File: config.mk
export PLATFORM = sky130hd
export DESIGN_NAME = smc_mode_control
export DESIGN_NICKNAME = d
export VERILOG_FILES = /design/src/rtl/smc_pkg.sv /design/src/rtl/smc_stream_if.sv /design/src/rtl/smc_fifo.sv /design/src/rtl/smc_mode_control.sv
export SDC_FILE = /design/constraint.sdc
export NUM_CORES = 1
export LEC_CHECK = 0
export BUFFER_PORTS_ARGS = -buffer_cell sky130_fd_sc_hd__buf_2
export CORE_MARGIN = 5
export CORE_UTILIZATION = 44
export CTS_BUF_LIST = sky130_fd_sc_hd__clkbuf_8
export CTS_CLUSTER_DIAMETER = 30
export CTS_CLUSTER_SIZE = 40
export DETAILED_ROUTE_END_ITERATION = 12
export PLACE_DENSITY = 0.62
export SLEW_MARGIN = 0
export SYNTH_ARGS = -nofsm -noshare
export SYNTH_HDL_FRONTEND = slang
export SYNTH_SLANG_ARGS = --single-unit
File: constraint.sdc
create_clock -name clk -period 2.7 [get_ports clk]
set_clock_uncertainty 0.1 [all_clocks]
set_input_delay 0.54 -clock clk [delete_from_list [all_inputs] [get_ports clk]]
set_output_delay 0.54 -clock clk [all_outputs]
set_load 0.02 [all_outputs]
File: src/rtl/smc_pkg.sv
/*
  Shared constants and types of the serializer/deserializer mode control.
  Assumes a single 50 MHz core clock and static configuration pins.
*/
`default_nettype none

package smc_pkg;

  // Core clock and parallel word
  localparam int CLK_NS     = 20;
  localparam int DATA_W     = 12;
  localparam int FIFO_DEPTH = 8;

  // Reference clock edges counted before the PLL is declared locked
  localparam int LOCK_EDGES = 1024;

  // Receive bit period, least time rounded up to whole cycles
  localparam int DES_BIT_NS  = 160;
  localparam int DES_BIT_CYC = (DES_BIT_NS + CLK_NS - 1) / CLK_NS;

  // Mode select codes
  localparam logic [1:0] MODE_PD   = 2'h0;
  localparam logic [1:0] MODE_FAST = 2'h1;
  localparam logic [1:0] MODE_SLOW = 2'h2;
  localparam logic [1:0] MODE_MED  = 2'h3;

  // Rate select codes (serializer)
  localparam logic [1:0] RATE_OC   = 2'h0;
  localparam logic [1:0] RATE_X7   = 2'h1;
  localparam logic [1:0] RATE_DIV2 = 2'h2;
  localparam logic [1:0] RATE_DIV3 = 2'h3;

  // Pulse width codes (deserializer)
  localparam logic [1:0] PW_7_LH  = 2'h0;
  localparam logic [1:0] PW_7_HL  = 2'h1;
  localparam logic [1:0] PW_13_LH = 2'h2;
  localparam logic [1:0] PW_17_LH = 2'h3;
  localparam logic [4:0] PW_BITS_7  = 5'h07;
  localparam logic [4:0] PW_BITS_13 = 5'h0d;
  localparam logic [4:0] PW_BITS_17 = 5'h11;

  // Core cycles per transmitted bit for each rate code
  localparam logic [4:0] TX_CYC_OC   = 5'h03;
  localparam logic [4:0] TX_CYC_X7   = 5'h04;
  localparam logic [4:0] TX_CYC_DIV2 = 5'h08;
  localparam logic [4:0] TX_CYC_DIV3 = 5'h0c;

  // Positions in the synchronised pin vector
  localparam int SY_PD   = 0;
  localparam int SY_SDAT = 12;
  localparam int SY_SCLK = 13;
  localparam int SY_STB  = 14;
  localparam int SY_REF  = 15;
  localparam int SY_RLO  = 16;
  localparam int SY_MLO  = 18;
  localparam int SY_DIR  = 20;
  localparam int SY_W    = 21;

  typedef enum logic [1:0] {
    TX_OFF   = 2'b00,
    TX_LOAD  = 2'b01,
    TX_SHIFT = 2'b10
  } smc_tx_type;

endpackage : smc_pkg

`default_nettype wire

File: src/rtl/smc_stream_if.sv
/*
  Word stream between the mode control and its capture FIFO.
  Assumes both ends on the same clock.
*/
`default_nettype none

interface smc_stream_if #(parameter int W = 12);
  logic [W-1:0] wdata;
  logic         wvalid;
  logic         wready;
  logic [W-1:0] rdata;
  logic         rvalid;
  logic         rready;

  modport writer (output wdata, wvalid, rready,
                  input  wready, rdata, rvalid);
  modport fifo   (input  wdata, wvalid, rready,
                  output wready, rdata, rvalid);
endinterface : smc_stream_if

`default_nettype wire

File: src/rtl/smc_fifo.sv
/*
  Small synchronous FIFO holding captured parallel words.
  Assumes one clock; flush empties it in one cycle.
*/
`default_nettype none

module smc_fifo #(
  parameter int W     = 12,
  parameter int DEPTH = 8
) (
  // Clock, reset and flush
  input wire logic   clk,
  input wire logic   reset_n,
  input wire logic   flush,
  // Word stream
  smc_stream_if.fifo s
);
  localparam int AW = $clog2(DEPTH);

  typedef struct packed {
    logic [DEPTH-1:0][W-1:0] mem;
    logic [AW:0]             wp;
    logic [AW:0]             rp;
  } smc_fifo_st_type;

  smc_fifo_st_type r;
  smc_fifo_st_type n;
  logic [AW:0]     used;

  assign used     = r.wp - r.rp;
  assign s.wready = (used != (AW+1)'(DEPTH));
  assign s.rvalid = (r.wp != r.rp);
  assign s.rdata  = r.mem[r.rp[AW-1:0]];

  always_comb begin
    n = r;
    if (s.wvalid && s.wready) begin
      n.mem[r.wp[AW-1:0]] = s.wdata;
      n.wp = r.wp + 1'b1;
    end
    if (s.rready && s.rvalid) begin
      n.rp = r.rp + 1'b1;
    end
    if (flush) begin
      n.wp = '0;
      n.rp = '0;
    end
  end

  always_ff @(posedge clk or negedge reset_n) begin
    if (!reset_n) begin
      r <= '0;
    end else begin
      r <= n;
    end
  end
endmodule : smc_fifo

`default_nettype wire

File: src/rtl/smc_mode_control.sv
/*
  Mode control of a 12-bit serializer/deserializer: pin decode, power-down,
  PLL lock gate, strobe capture FIFO, serial word shifter and word clock.
  Assumes static configuration pins and pin inputs asynchronous to clk.
*/
// What the document asks of this block and of its link partner
// RULE1: Both mode bits low: power down, reset logic
// RULE2: Power-down stops analog and both serial paths
// RULE3: Direction high serializes, low deserializes
// RULE4: Direction echo is inverted direction, combinational
// RULE5: Partner matches mode code to reference range
// RULE6: Deserializer mode code selects edge rate
// RULE7: Rate code selects serial clock multiplier
// RULE8: Rate pins become pulse width in deserializer
// RULE9: Strobe blocked until PLL reports lock
// RULE10: Pulse width code sets word clock low
// RULE11: Power-down output states follow direction
// RULE12: Turned serializer keeps last parallel outputs
// RULE13: Partner tristates its peripheral before turning
// RULE14: Master echo may drive slave direction
// RULE15: Partner holds reference low, clocks strobe
// RULE16: Pass-through forwards serial clock to word clock
// RULE17: Partner picks rate suited to strobe
// RULE18: Word clock falls as parallel data changes
// RULE19: Empty serial slots carry zero words
// RULE20: Settings change only through power-down relock
`default_nettype none

module smc_mode_control #(
  parameter int LOCK_EDGES = smc_pkg::LOCK_EDGES,
  parameter int DEPTH      = smc_pkg::FIFO_DEPTH
) (
  // Clock and reset
  input  wire logic        clk,
  input  wire logic        reset_n,
  // Static configuration pins
  input  wire logic        direction_select,
  input  wire logic        mode_select_hi,
  input  wire logic        mode_select_lo,
  input  wire logic        rate_select_hi,
  input  wire logic        rate_select_lo,
  input  wire logic        passthrough_enable,
  // Parallel side
  input  wire logic        reference_clock_in,
  input  wire logic        strobe_in,
  input  wire logic [11:0] parallel_data_in,
  output logic      [11:0] parallel_data_out,
  output logic             parallel_data_oe,
  output logic             word_clock_out,
  output logic             word_clock_oe,
  output logic             capture_ready,
  // Serial side
  input  wire logic        serial_clock_in,
  input  wire logic        serial_data_in,
  output logic             serial_clock_out,
  output logic             serial_data_out,
  output logic             serial_out_enable,
  // Control and status
  output logic             direction_echo_n,
  output logic             analog_enable,
  output logic             pll_locked,
  output logic      [1:0]  pll_range_sel,
  output logic      [1:0]  rate_mult_sel,
  output logic      [1:0]  edge_rate_sel
);
  localparam int LW = $clog2(LOCK_EDGES) + 1;
  localparam int SW = smc_pkg::SY_W;

  typedef struct packed {
    logic [SW-1:0]      sy1;
    logic [SW-1:0]      sy2;
    logic               ref_d;
    logic               stb_d;
    logic               sclk_d;
    logic               pt_s1;
    logic               pt_s2;
    logic [LW-1:0]      lock_cnt;
    logic               locked;
    logic               cfg_held;
    logic [1:0]         mode_cfg;
    logic [1:0]         rate_cfg;
    smc_pkg::smc_tx_type tx_state;
    logic [11:0]        tx_sh;
    logic [3:0]         tx_bit;
    logic [4:0]         tx_div;
    logic               sclk_o;
    logic               sdat_o;
    logic [11:0]        rx_sh;
    logic [3:0]         rx_bit;
    logic [11:0]        pdata_o;
    logic               wclk_low;
    logic [7:0]         wclk_cnt;
  } smc_st_type;

  smc_st_type r;
  smc_st_type n;
  logic       pd;
  logic       ser;
  logic       ref_rise;
  logic       stb_rise;
  logic       sclk_rise;
  logic       word_done;
  logic [11:0] rx_word;
  logic       pt;
  logic [SW-1:0] pin_vec;

  smc_stream_if #(.W(smc_pkg::DATA_W)) fifo_if ();

  function automatic logic [4:0] tx_cycles(input logic [1:0] code);
    case (code)
      smc_pkg::RATE_OC:   tx_cycles = smc_pkg::TX_CYC_OC;
      smc_pkg::RATE_X7:   tx_cycles = smc_pkg::TX_CYC_X7;
      smc_pkg::RATE_DIV2: tx_cycles = smc_pkg::TX_CYC_DIV2;
      default:            tx_cycles = smc_pkg::TX_CYC_DIV3;
    endcase
  endfunction : tx_cycles

  function automatic logic [7:0] low_cycles(input logic [1:0] code);
    logic [4:0] bits;
    bits = smc_pkg::PW_BITS_7;
    case (code)
      smc_pkg::PW_13_LH: bits = smc_pkg::PW_BITS_13;
      smc_pkg::PW_17_LH: bits = smc_pkg::PW_BITS_17;
      default:           bits = smc_pkg::PW_BITS_7;
    endcase
    low_cycles = 8'(bits * smc_pkg::DES_BIT_CYC);
  endfunction : low_cycles

  // Decoded pin state, all from the second synchroniser stage
  assign pd  = (r.sy2[smc_pkg::SY_MLO +: 2] == smc_pkg::MODE_PD); // RULE1
  assign ser = r.sy2[smc_pkg::SY_DIR]; // RULE3
  assign pt  = r.pt_s2;
  assign ref_rise  = r.sy2[smc_pkg::SY_REF] && !r.ref_d;
  assign stb_rise  = r.sy2[smc_pkg::SY_STB] && !r.stb_d;
  assign sclk_rise = r.sy2[smc_pkg::SY_SCLK] && !r.sclk_d;
  assign rx_word   = {r.rx_sh[10:0], r.sy2[smc_pkg::SY_SDAT]};
  assign word_done = !pd && !ser && sclk_rise && (r.rx_bit == 4'hb);

  // Capture path; a full FIFO refuses strobes, visible on capture_ready
  assign fifo_if.wdata = r.sy2[smc_pkg::SY_PD +: 12];
  assign fifo_if.wvalid = !pd && ser && r.locked && stb_rise; // RULE9
  assign fifo_if.rready = !pd && ser && (r.tx_state == smc_pkg::TX_LOAD);

  smc_fifo #(.W(smc_pkg::DATA_W), .DEPTH(DEPTH)) u_fifo (
    .clk     (clk),
    .reset_n (reset_n),
    .flush   (pd),
    .s       (fifo_if.fifo)
  );

  // Pin order must match the synchroniser positions of the package
  assign pin_vec = {direction_select, mode_select_hi, mode_select_lo,
                    rate_select_hi, rate_select_lo, reference_clock_in,
                    strobe_in, serial_clock_in, serial_data_in,
                    parallel_data_in};

  always_comb begin
    n = r;
    n.sy1    = pin_vec;
    n.sy2    = r.sy1;
    n.ref_d  = r.sy2[smc_pkg::SY_REF];
    n.stb_d  = r.sy2[smc_pkg::SY_STB];
    n.sclk_d = r.sy2[smc_pkg::SY_SCLK];
    n.pt_s1  = passthrough_enable;
    n.pt_s2  = r.pt_s1;
    if (pd) begin
      // Whole core returns to reset, only the synchronisers keep running
      n          = '0; // RULE1 RULE2
      n.sy1      = pin_vec;
      n.sy2      = r.sy1;
      n.ref_d    = r.sy2[smc_pkg::SY_REF];
      n.stb_d    = r.sy2[smc_pkg::SY_STB];
      n.sclk_d   = r.sy2[smc_pkg::SY_SCLK];
      n.pt_s1    = passthrough_enable;
      n.pt_s2    = r.pt_s1;
    end else begin
      if (!r.cfg_held) begin
        // Settings are sampled once per power-up and then frozen
        n.cfg_held = 1'b1; // RULE20
        n.mode_cfg = r.sy2[smc_pkg::SY_MLO +: 2];
        n.rate_cfg = r.sy2[smc_pkg::SY_RLO +: 2];
      end
      if (!r.locked && ref_rise) begin
        n.lock_cnt = r.lock_cnt + 1'b1;
        if (r.lock_cnt == LW'(LOCK_EDGES - 1)) begin
          n.locked = 1'b1; // RULE9
        end
      end
      if (ser) begin
        case (r.tx_state)
          smc_pkg::TX_OFF: begin
            if (r.locked) begin
              n.tx_state = smc_pkg::TX_LOAD;
            end
          end
          smc_pkg::TX_LOAD: begin
            // No captured word: the slot still goes out, as zeros
            n.tx_sh    = fifo_if.rvalid ? fifo_if.rdata : 12'h000; // RULE19
            n.tx_bit   = 4'h0;
            n.tx_div   = 5'h00;
            n.tx_state = smc_pkg::TX_SHIFT;
          end
          smc_pkg::TX_SHIFT: begin
            n.tx_div = r.tx_div + 5'h01;
            if (r.tx_div == 5'h00) begin
              n.sdat_o = r.tx_sh[11];
              n.sclk_o = 1'b0;
            end
            if (r.tx_div == (tx_cycles(r.rate_cfg) >> 1)) begin // RULE7
              n.sclk_o = 1'b1;
            end
            if (r.tx_div == tx_cycles(r.rate_cfg) - 5'h01) begin
              n.tx_div = 5'h00;
              n.tx_sh  = {r.tx_sh[10:0], 1'b0};
              n.tx_bit = r.tx_bit + 4'h1;
              if (r.tx_bit == 4'hb) begin
                n.tx_state = smc_pkg::TX_LOAD;
              end
            end
          end
          default: n.tx_state = smc_pkg::TX_OFF;
        endcase
      end else begin
        // Deserializer; parallel_data_out is loaded only here and cleared to zero in power-down
        n.tx_state = smc_pkg::TX_OFF; // RULE12
        if (r.wclk_low) begin
          if (r.wclk_cnt == 8'h00) begin
            n.wclk_low = 1'b0;
          end else begin
            n.wclk_cnt = r.wclk_cnt - 8'h01;
          end
        end
        if (sclk_rise) begin
          n.rx_sh  = rx_word;
          n.rx_bit = r.rx_bit + 4'h1;
          if (word_done) begin
            n.rx_bit   = 4'h0;
            n.pdata_o  = rx_word; // RULE18
            n.wclk_low = 1'b1;
            n.wclk_cnt = low_cycles(r.rate_cfg) - 8'h01; // RULE8 RULE10
          end
        end
      end
    end
  end

  always_ff @(posedge clk or negedge reset_n) begin
    if (!reset_n) begin
      r <= '0;
    end else begin
      r <= n;
    end
  end

  // Echo bypasses every flop so a turned partner follows at once
  assign direction_echo_n  = ~direction_select; // RULE4
  assign analog_enable     = !pd; // RULE2
  assign pll_locked        = r.locked;
  assign capture_ready     = !pd && ser && r.locked && fifo_if.wready;
  assign parallel_data_out = r.pdata_o;
  assign parallel_data_oe  = !pd && !ser; // RULE3 RULE11
  assign word_clock_oe     = ser || !pd; // RULE11
  always_comb begin
    if (ser) begin
      word_clock_out = 1'b1; // RULE11
      if (!pd && pt) begin
        word_clock_out = r.sy2[smc_pkg::SY_SCLK]; // RULE16
      end
    end else begin
      word_clock_out = !r.wclk_low ^ (r.rate_cfg == smc_pkg::PW_7_HL);
    end
  end
  assign serial_out_enable = !pd && (ser ? r.locked : pt);
  assign serial_clock_out  = ser ? r.sclk_o : r.sy2[smc_pkg::SY_STB];
  assign serial_data_out   = ser ? r.sdat_o : 1'b0;
  assign pll_range_sel = (!pd && ser) ? r.mode_cfg : 2'h0;
  assign rate_mult_sel = (!pd && ser) ? r.rate_cfg : 2'h0; // RULE7 RULE8
  assign edge_rate_sel = (!pd && !ser) ? r.mode_cfg : 2'h0; // RULE6
endmodule : smc_mode_control

`default_nettype wire

==> flow_summary.ini, run 1 <==
[setup_path]
crit_fanout = 7
arrival_ns = 2.00
reg2reg_from = u_fifo.r[2]
ff2ff_path_depth = 9
crit_chain = ha_4 -> and3b_1 -> o21ai_1 -> and4_4 -> nor2_4 -> buf_6
cp-end-kind = output pin
critPathBufInv = 1
r2r-end = u_fifo.r[31]
setup.worst_path.class = flip-flop to output pin
cpMaxStageDelayCell = dfrtp_1
crit_required_ns = 2.06
cp_top_family = simple AND/OR/NAND/NOR gates
slowest_delay_ns = 0.43
ff2ff_setup_slack_ns = 0.16
start_kind = flip-flop

[routing]
ant_nets = 0
wl_um = 20800
dr.pass1.iters = 4
drc = 0
num_vias = 6574
drtIter0Drc = 348
wire_per_inst_um = 16.3
vias_per_cell = 5.14

[logic_synthesis]
synth_xor_area_share_pct = 1.79
ys_ff_latch = 229
synth-edff-count = 0
ys_warn_count = 0
synthArstFlopShare_pct = 100
yosys-top-cells-area = dfrtp_1 (56%), mux2_2 (9.9%), mux4_2 (5.3%)
yosysTopAreaCellShare_pct = 55.8
synth_fp_nets = 842
yosysUniqueCellTypes = 64
synth_top_family_by_area = multiplexers
yosys.area.top_type = dfrtp_1
synth-seq-area-share_pct = 55.8
synth_compound_area_share_pct = 6.54
synth.top_cells.by_count = dfrtp_1 (229), mux2_2 (90), nand2_1 (79)
synth_mux_area_share_pct = 19.8
avgSynthCellArea_um2 = 12.8
synth_top_flop_cell = dfrtp_1
netlist_area_um2 = 10300
yosys.area_share.simple_pct = 11.0
synth_most_common_cell = dfrtp_1
synth_cells = 806
synth_adder_area_share_pct = 1.46

[power]
power.density_nw_per_um2 = 631
ir_worst_vdd_mv = 0.521
p_leak_nw = 5.85

[grt]
grt_pass1_vias = 6777
grt_max_degree = 75
antenna_found_initial = 0
grt_first_pass_wirelength_um = 35000
grt-ovfl-total = 0
grtUsageTotal_pct = 16.1

[sta]
rsz0062_at_grt = true
worst-slew-pin-transition_ns = 0.587
period_share_pct = 97.8
slew_viol_final = 0
relSlewSlack_pct = 60.9
fmax_ghz = 0.379
hold_viol_final = 0
setup_slack_ns = 0.0587
fin_crit_ns = 2.64
setup_viol = 0

[clocking]
clock-root-buffer = clkbuf_8
numCtsBuffers = 49
clockBufferDepth = 3
worstSkewPairLatency_ns = 0.54
cts.sinks = 229
cts_tree = done
clk_pin_slew_worst_paths_ns = 0.06
cts-htree-levels = 2

[floorplanning]
num_io_pins = 52
die-area_um2 = 26500
core_area_um2 = 23300
die_w_um = 163
initial_core_util_pct = 44.2
placementRows = 56
die-height_um = 163

[cells_and_area]
num-fill-cells = 2023
area_delta_synth_final_pct = 21.3
diodes = 0
final_nets = 956
drive_gt1_share_pct = 35.9
stdcell_count = 1278

[placed_design]
dp.cells = 1165
io_buffers = 51
post-dp-hpwl_um = 13300
gp_congestion = 0.823
dpl_worst_slack_ns = 0.237

[hold_path]
worstHoldPathCells = 1
min-delay-start = direction_select
worstHoldEndpoint = n[104]
worstHoldPathType = input pin to flip-flop

[status]
status = finished, final reports clean

[job]
drv_cap = 0
-- how the worst max path moves through the flow --
stage	start	to	slack [ns]	cells after the start
3_3_place_gp	u_fifo.r[2]	u_fifo.r[54]	0.26	8
2_1_floorplan	u_fifo.r[2]	u_fifo.r[22]	0.01	10
4_1_cts	u_fifo.r[6]	capture_ready	-0.05	7
6_report	u_fifo.r[6]	capture_ready	0.06	6
5_1_grt	u_fifo.r[6]	capture_ready	-0.03	6
3_5_place_dp	u_fifo.r[2]	u_fifo.r[31]	0.24	8
-- flip-flops by register name, summed over array words and instances, names as in the netlist --
signal and count:
fifo_if.wdata 12, n 25, parallel_data_out 12, pll_locked 1, pt 1, r 74
u_fifo.r 104
-- per-layer routing --
metal  up-vias  wire length [um]  track usage (%)
met2       108              9890             25.8
met1      3326              9810             22.2
met5         -                 0                0
met4         0               374             5.41
li1       3107                 -                -
met3        33               744             3.21
-- what timing repair did --
item	in CTS	in global routing
pin swaps	1	5
setup endpoints to repair	1	1
gates resized for setup	10	7
hold endpoints to repair	86	0
hold buffers	21	0
setup buffers	2	1
-- cell usage in the layout (no fill, tap or decap), drive strengths merged, types with 21 or more instances in the layout --
master       count
inv             29
buf             95
nor2            35
mux4            24
mux2           110
dlygate4sd3     21
a21oi           37
clkbuf          54
nand2           80
dfrtp          229
nand3           30
-- where the power goes --
part | internal, mW | switching [mW] | leakage (nW) | total, mW
combinational | 0.104 | 0.185 | 2.20 | 0.289
sequential | 3.49 | 0.0519 | 3.08 | 3.54
clock | 2.39 | 1.64 | 0.570 | 4.03
total | 5.99 | 1.87 | 5.85 | 7.86
-- final cells by class --
type	instances	area, um2	share of cell area (%)
Clock buffer	54	743	5.96
Inverter	21	78.8	0.633
Tap cell	319	399	3.20
Clock inverter	36	362	2.90
Timing Repair Buffer	116	912	7.32
Multi-Input combinational cell	503	4240	34.0
Sequential cell	229	5730	46.0
-- through the flow --
step | utilization [%] | setup TNS, ns | area [um2] | power (mW) | hold WS [ns]
floorplan | - | 0 | 10300 | 3.71 | 0.144
global placement | 47.6 | 0 | 11100 | 3.87 | 0.233
detailed placement | 47.6 | 0 | 11100 | 3.87 | 0.235
CTS | 53.5 | -0.0540 | 12400 | 7.99 | 0.00204
global route | 53.6 | -0.0267 | 12500 | 8.23 | 0.000331
finish | 53.6 | 0 | 12500 | 7.86 | 0.0284
-- logic make-up after synthesis --
family,after synthesis
buffers and inverters,74
multiplexers,152
adder cells (fa/ha/maj),12
XOR/XNOR,21
AO/OA/AOI/OAI,97
AND/OR/NAND/NOR,221
flip-flops,229
-- worst reg2reg max path: cells and delay by family, from the launching register on --
kind            cells  cell delay [ns]
compound gates      1             0.13
fa+ha+maj           1             0.23
buf+inv             3             0.47
flops               1             0.38
mux                 1             0.32
simple gates        3             0.80
(Power assumes the default switching activity.)
==> inputs of run 2 (changes only) <==
--- a/config.mk
+++ b/config.mk
@@ -6,13 +6,16 @@
 export NUM_CORES = 1
 export LEC_CHECK = 0
 export BUFFER_PORTS_ARGS = -buffer_cell sky130_fd_sc_hd__buf_2
-export CORE_MARGIN = 5
+export CELL_PAD_IN_SITES_DETAIL_PLACEMENT = 1
+export CELL_PAD_IN_SITES_GLOBAL_PLACEMENT = 1
+export CORE_MARGIN = 2
 export CORE_UTILIZATION = 44
 export CTS_BUF_LIST = sky130_fd_sc_hd__clkbuf_8
 export CTS_CLUSTER_DIAMETER = 30
 export CTS_CLUSTER_SIZE = 40
 export DETAILED_ROUTE_END_ITERATION = 12
-export PLACE_DENSITY = 0.62
+export GPL_ROUTABILITY_DRIVEN = 0
+export PLACE_DENSITY = 0.72
 export SLEW_MARGIN = 0
 export SYNTH_ARGS = -nofsm -noshare
 export SYNTH_HDL_FRONTEND = slang
==> run 2 against run 1 <==
Net effect: the flow now finishes with violations (negative setup slack); total power down 0.52%; critical path depth grew 2; flip-flop and latch count stayed put; die area shrank 7.2%; clock power decreased by 1%; core utilization grew 0.91 points; fmax decreased by 3.9%; worst hold slack improved by 0.026 ns; combinational power about the same; worst setup slack got worse by 0.11 ns; largest power group unchanged.
==> flow_summary.ini, run 2 (synthesis results as in run 1) <==
[status]
status = complete, but fails checks
violations = negative setup slack

[cells_and_area]
diodes = 0
num-fill-cells = 2315
regMostFlops = u_fifo.r
layout_commonest_cell = dfrtp_1
post-route-util_pct = 54.5
final_nets = 952
area_delta_synth_final_pct = 20.7
drive_gt1_share_pct = 36.1
final_cell_mix = dfrtp_1 (227), mux2_2 (90), nand2_1 (78)
multi_input_area_um2 = 4230
largest_reg_flops = 104
register_area_um2 = 5730

[power]
clockPowerShare_pct = 50.9
p_leak_nw = 5.79
combPwrFrac_pct = 3.7
seq_power_share_pct = 45.4
p_sw_mw = 1.86
internal_power_mw = 5.96
swShare_pct = 23.8
power.density_nw_per_um2 = 630
ir_worst_vdd_mv = 0.464

[routing]
drc = 0
wl_um = 24300
met3RoutedLength_um = 824
dr.pass1.iters = 4
num_vias = 6762
top_layer_used = met4
ant_nets = 0
wire_per_inst_um = 19.2
wirelength_met1_um = 10100
vias_per_cell = 5.35
drtIter0Drc = 273
met2_wirelength_um = 12900

[floorplanning]
die-area_um2 = 24600
placementRows = 55
core_area_um2 = 22800
die-height_um = 157
die_w_um = 157
initial_core_util_pct = 45.1
num_io_pins = 52

[hold_path]
min-delay-start = direction_select
worstHoldPathCells = 1
worstHoldEndpoint = n[104]
worstHoldPathType = input pin to flip-flop

[clocking]
numCtsBuffers = 47
clockBufferDepth = 3
worstSkewPairLatency_ns = 0.56
cts.sinks = 229
clk_pin_slew_worst_paths_ns = 0.07
cts_tree = done
clock-root-buffer = clkbuf_8
cts-htree-levels = 2

[grt]
grtUsageTotal_pct = 21.0
grt_first_pass_wirelength_um = 40900
grt_pass1_vias = 7876
grt-ovfl-total = 0
antenna_found_initial = 0
grt_max_degree = 74

[sta]
rsz0062_at_grt = true
setup_tns_ns = -0.0477
slew_viol_final = 0
setup_slack_ns = -0.0477
period_share_pct = 102
hold_viol_final = 0
worst-slew-pin-transition_ns = 0.597
relSlewSlack_pct = 60.1
setup_viol = 1
fin_crit_ns = 2.75
fmax_ghz = 0.364

[placed_design]
post-dp-hpwl_um = 15700
io_buffers = 51

[setup_path]
arrival_ns = 2.11
crit_fanout = 7
reg2reg_from = u_fifo.r[2]
r2r-end = u_fifo.r[31]
start_kind = flip-flop
setup.worst_path.class = flip-flop to output pin
ff2ff_setup_slack_ns = 0.09
crit_required_ns = 2.06
cp-end-kind = output pin
ff2ff_path_depth = 9

[job]
drv_cap = 0
## run 2: cell count changes in the layout (fill, tap and decap cells not counted), sizes merged
cell	change
inv	-5
clkinv	-4
dlygate4sd3	+1
clkinvlp	+6
bufinv	+1
buf	-3
clkbuf	-3
## run 2: power groups by stage
stage / sequential, mW / combinational (mW) / clock (mW)
2_1_floorplan: 3.59 / 0.121 / 0
3_3_place_gp: 3.60 / 0.251 / 0
3_5_place_dp: 3.61 / 0.267 / 0
4_1_cts: 3.55 / 0.293 / 4.10
5_1_grt: 3.56 / 0.323 / 4.27
6_report: 3.55 / 0.289 / 3.98
## run 2: metrics by stage
step	cells	worst slack [ns]	power, mW	cell area [um2]	hold slack, ns
2_1_floorplan	806	0.0109	3.71	10300	0.144
3_3_place_gp	1152	0.244	3.85	11000	0.234
3_5_place_dp	1152	0.163	3.88	11000	0.236
4_1_cts	1262	-0.0776	7.94	12400	0.0204
5_1_grt	1265	-0.171	8.16	12400	0.0293
6_report	1265	-0.0477	7.82	12400	0.0547
## run 2: timing repair
action / 4_1_cts / 5_1_grt
pin swaps: 4 / 1
resized for setup: 14 / 8
hold buffers: 22 / 0
endpoints found under the hold margin: 60 / 0
setup buffers: 3 / 3
setup endpoints to repair: 5 / 14
## run 2: layout make-up
class | instances | share of cell area (%)
clock inverter | 34 | 2.87
sequential | 229 | 46.2
clock buffer | 51 | 5.66
inverter | 21 | 0.665
tap | 313 | 3.16
multi-input combinational | 503 | 34.1
timing repair buffer | 114 | 7.34
## run 2: metal layers
layer  global-route usage [%]  vias up
met5                        0        -
met4                     6.60        0
met3                     3.93       42
met2                     38.0      110
met1                     25.3     3517
li1                         -     3093
## run 2: worst max-delay path by stage
stage,start,to,slack [ns]
5_1_grt,u_fifo.r[4],capture_ready,-0.17
3_5_place_dp,u_fifo.r[2],u_fifo.r[55],0.16
6_report,u_fifo.r[2],capture_ready,-0.05
2_1_floorplan,u_fifo.r[2],u_fifo.r[22],0.01
4_1_cts,u_fifo.r[6],capture_ready,-0.08
3_3_place_gp,u_fifo.r[2],u_fifo.r[50],0.24
## run 2: worst max-delay path: stages, from the launching register on
cell and delay [ns]:
dfrtp_1 0.40, inv_2 0.08, ha_4 0.22, and3b_2 0.22, o21ai_2 0.12, and4_1 0.22
buf_6 0.12, nor2_4 0.03, buf_6 0.13
==> inputs of run 3 (changes only) <==
--- a/config.mk
+++ b/config.mk
@@ -8,6 +8,7 @@
 export BUFFER_PORTS_ARGS = -buffer_cell sky130_fd_sc_hd__buf_2
 export CELL_PAD_IN_SITES_DETAIL_PLACEMENT = 1
 export CELL_PAD_IN_SITES_GLOBAL_PLACEMENT = 1
+export CORE_ASPECT_RATIO = 0.8
 export CORE_MARGIN = 2
 export CORE_UTILIZATION = 44
 export CTS_BUF_LIST = sky130_fd_sc_hd__clkbuf_8
==> run 3 against run 2 <==
Net effect: the flow still finishes with violations (negative setup slack); sequential share of layout area is 0.16 points lower; sequential power is essentially flat; worst hold slack lost 0.031 ns; critical path depth up 1; register-to-register slack worse by 0.14 ns; fmax barely moved; critical path type is now flip-flop to flip-flop; critical endpoint is now u_fifo.r[31].
==> flow_summary.ini, run 3 (synthesis results as in run 1) <==
[status]
status = complete, but fails checks
violations = negative setup slack

[cells_and_area]
final_cell_mix = dfrtp_1 (226), mux2_2 (90), nand2_1 (79)
post-route-util_pct = 54.9
finalInstanceArea_um2 = 12500
drive_gt1_share_pct = 36.4
area_delta_synth_final_pct = 21.2
final_nets = 952
regMostFlops = u_fifo.r
layout_commonest_cell = dfrtp_1
stdcell_count = 1257
diodes = 0
largest_reg_flops = 104

[routing]
dr.pass1.iters = 4
ant_nets = 0
vias_per_cell = 5.55
num_vias = 6973
wire_per_inst_um = 20.6
drc = 0
drtIter0Drc = 394
wl_um = 25900

[setup_path]
reg2reg_from = u_fifo.r[2]
critPathBufInv = 3
cp_common_cell = buf_4
ff2ff_setup_slack_ns = -0.05
cp.depth = 9
slowest_delay_ns = 0.55
r2r-end = u_fifo.r[31]
critPathCapture = u_fifo.r[31]
cpMaxStageDelayCell = or4_1
start_kind = flip-flop
crit_required_ns = 3.01
crit_start = u_fifo.r[2]
cp_top_family = simple AND/OR/NAND/NOR gates
cp-end-kind = flip-flop
crit_fanout = 12
setup.worst_path.class = flip-flop to flip-flop
crit_chain = inv_2 -> ha_4 -> and3b_2 -> buf_4 -> or4_1 -> nand2_1 -> o2111ai_2 -> buf_4 -> mux2_4
arrival_ns = 3.05
ff2ff_path_depth = 9

[sta]
period_share_pct = 102
setup_slack_ns = -0.0450
setup_viol = 12
slew_viol_final = 0
setup_tns_ns = -0.165
relSlewSlack_pct = 34.0
whs_ns = 0.0235
fin_crit_ns = 2.75
worst-slew-pin-transition_ns = 0.974
hold_viol_final = 0
rsz0062_at_grt = true
fmax_ghz = 0.364

[floorplanning]
placementRows = 49
die_w_um = 175
initial_core_util_pct = 45.3
die-height_um = 141
num_io_pins = 52
core_area_um2 = 22700
die-area_um2 = 24600

[grt]
grt_pass1_vias = 7639
grtUsageTotal_pct = 21.2
antenna_found_initial = 0
grt_max_degree = 87
grt-ovfl-total = 0
grt_first_pass_wirelength_um = 41600

[power]
clockPowerShare_pct = 51.5
internal_power_mw = 6.11
swShare_pct = 23.1
combPwrFrac_pct = 3.8
power.density_nw_per_um2 = 638
p_leak_nw = 5.85
p_sw_mw = 1.83
seq_power_share_pct = 44.7
totalPowerFinal_mw = 7.94
ir_worst_vdd_mv = 0.432

[clocking]
cts.sinks = 229
cts_tree = done
clockBufferDepth = 3
numCtsBuffers = 44
cts-htree-levels = 2
clock-root-buffer = clkbuf_8
clk_pin_slew_worst_paths_ns = 0.07
worstSkewPairLatency_ns = 0.57

[placed_design]
dp.cells = 1147
dpl_worst_slack_ns = 0.0282
placed_cell_area_um2 = 11000
post-dp-hpwl_um = 16500
io_buffers = 51

[hold_path]
min-delay-start = parallel_data_in[0]
worstHoldPathType = input pin to flip-flop

[job]
drv_cap = 0
==> run 3: cell count changes in the layout (fill, tap and decap cells not counted), sizes merged, moves of 2 or more <==
cell         previous run  this run
clkinvlp               12         5
dlygate4sd3            22        20
buf                    92        97
clkbuf                 51        54
inv                    24        28
clkinv                 13         8
==> run 3: layout make-up <==
| type | count | area (um2) |
|---|---|---|
| Clock buffer | 54 | 743 |
| Inverter | 21 | 78.8 |
| Multi-Input combinational cell | 503 | 4260 |
| Tap cell | 306 | 383 |
| Fill cell | 2293 | 10200 |
| Sequential cell | 229 | 5730 |
| Timing Repair Buffer | 117 | 925 |
| Clock inverter | 27 | 335 |
==> run 3: timing repair <==
item | CTS | global route
gates resized for setup | 10 | 17
cloned | 0 | 0
endpoints found under the setup margin | 3 | 6
pin swaps | 1 | 5
hold endpoints to repair | 100 | 0
buffers inserted | 3 | 6
hold buffers | 20 | 0
==> run 3: worst min path at each step <==
stage | end | slack, ns | cells after the start
after floorplan | fifo_if.wdata[0] | 0.14 | 0
after global placement | r[101] | 0.23 | 0
after detailed placement | fifo_if.wdata[11] | 0.24 | 0
after CTS | n[84] | 0.003 | 1
after global routing | n[84] | 0.004 | 1
final | n[84] | 0.02 | 1
==> run 3: metal layers <==
| layer | part of all wire [%] | routed length, um | global-route usage, % | vias to the layer above |
|---|---|---|---|---|
| met2 | 48 | 12500 | 34.2 | 139 |
| met1 | 46 | 11900 | 29.7 | 3688 |
| li1 | - | - | - | 3098 |
| met5 | 0 | 0 | 0 | - |
| met3 | 3.8 | 971 | 3.78 | 48 |
| met4 | 2.0 | 513 | 6.23 | 0 |
==> run 3: power groups by stage <==
stage,registers (mW),logic (mW),clock network [mW]
2_1_floorplan,3.59,0.121,0
3_3_place_gp,3.60,0.264,0
3_5_place_dp,3.61,0.279,0
4_1_cts,3.55,0.303,4.18
5_1_grt,3.56,0.337,4.34
6_report,3.55,0.299,4.09
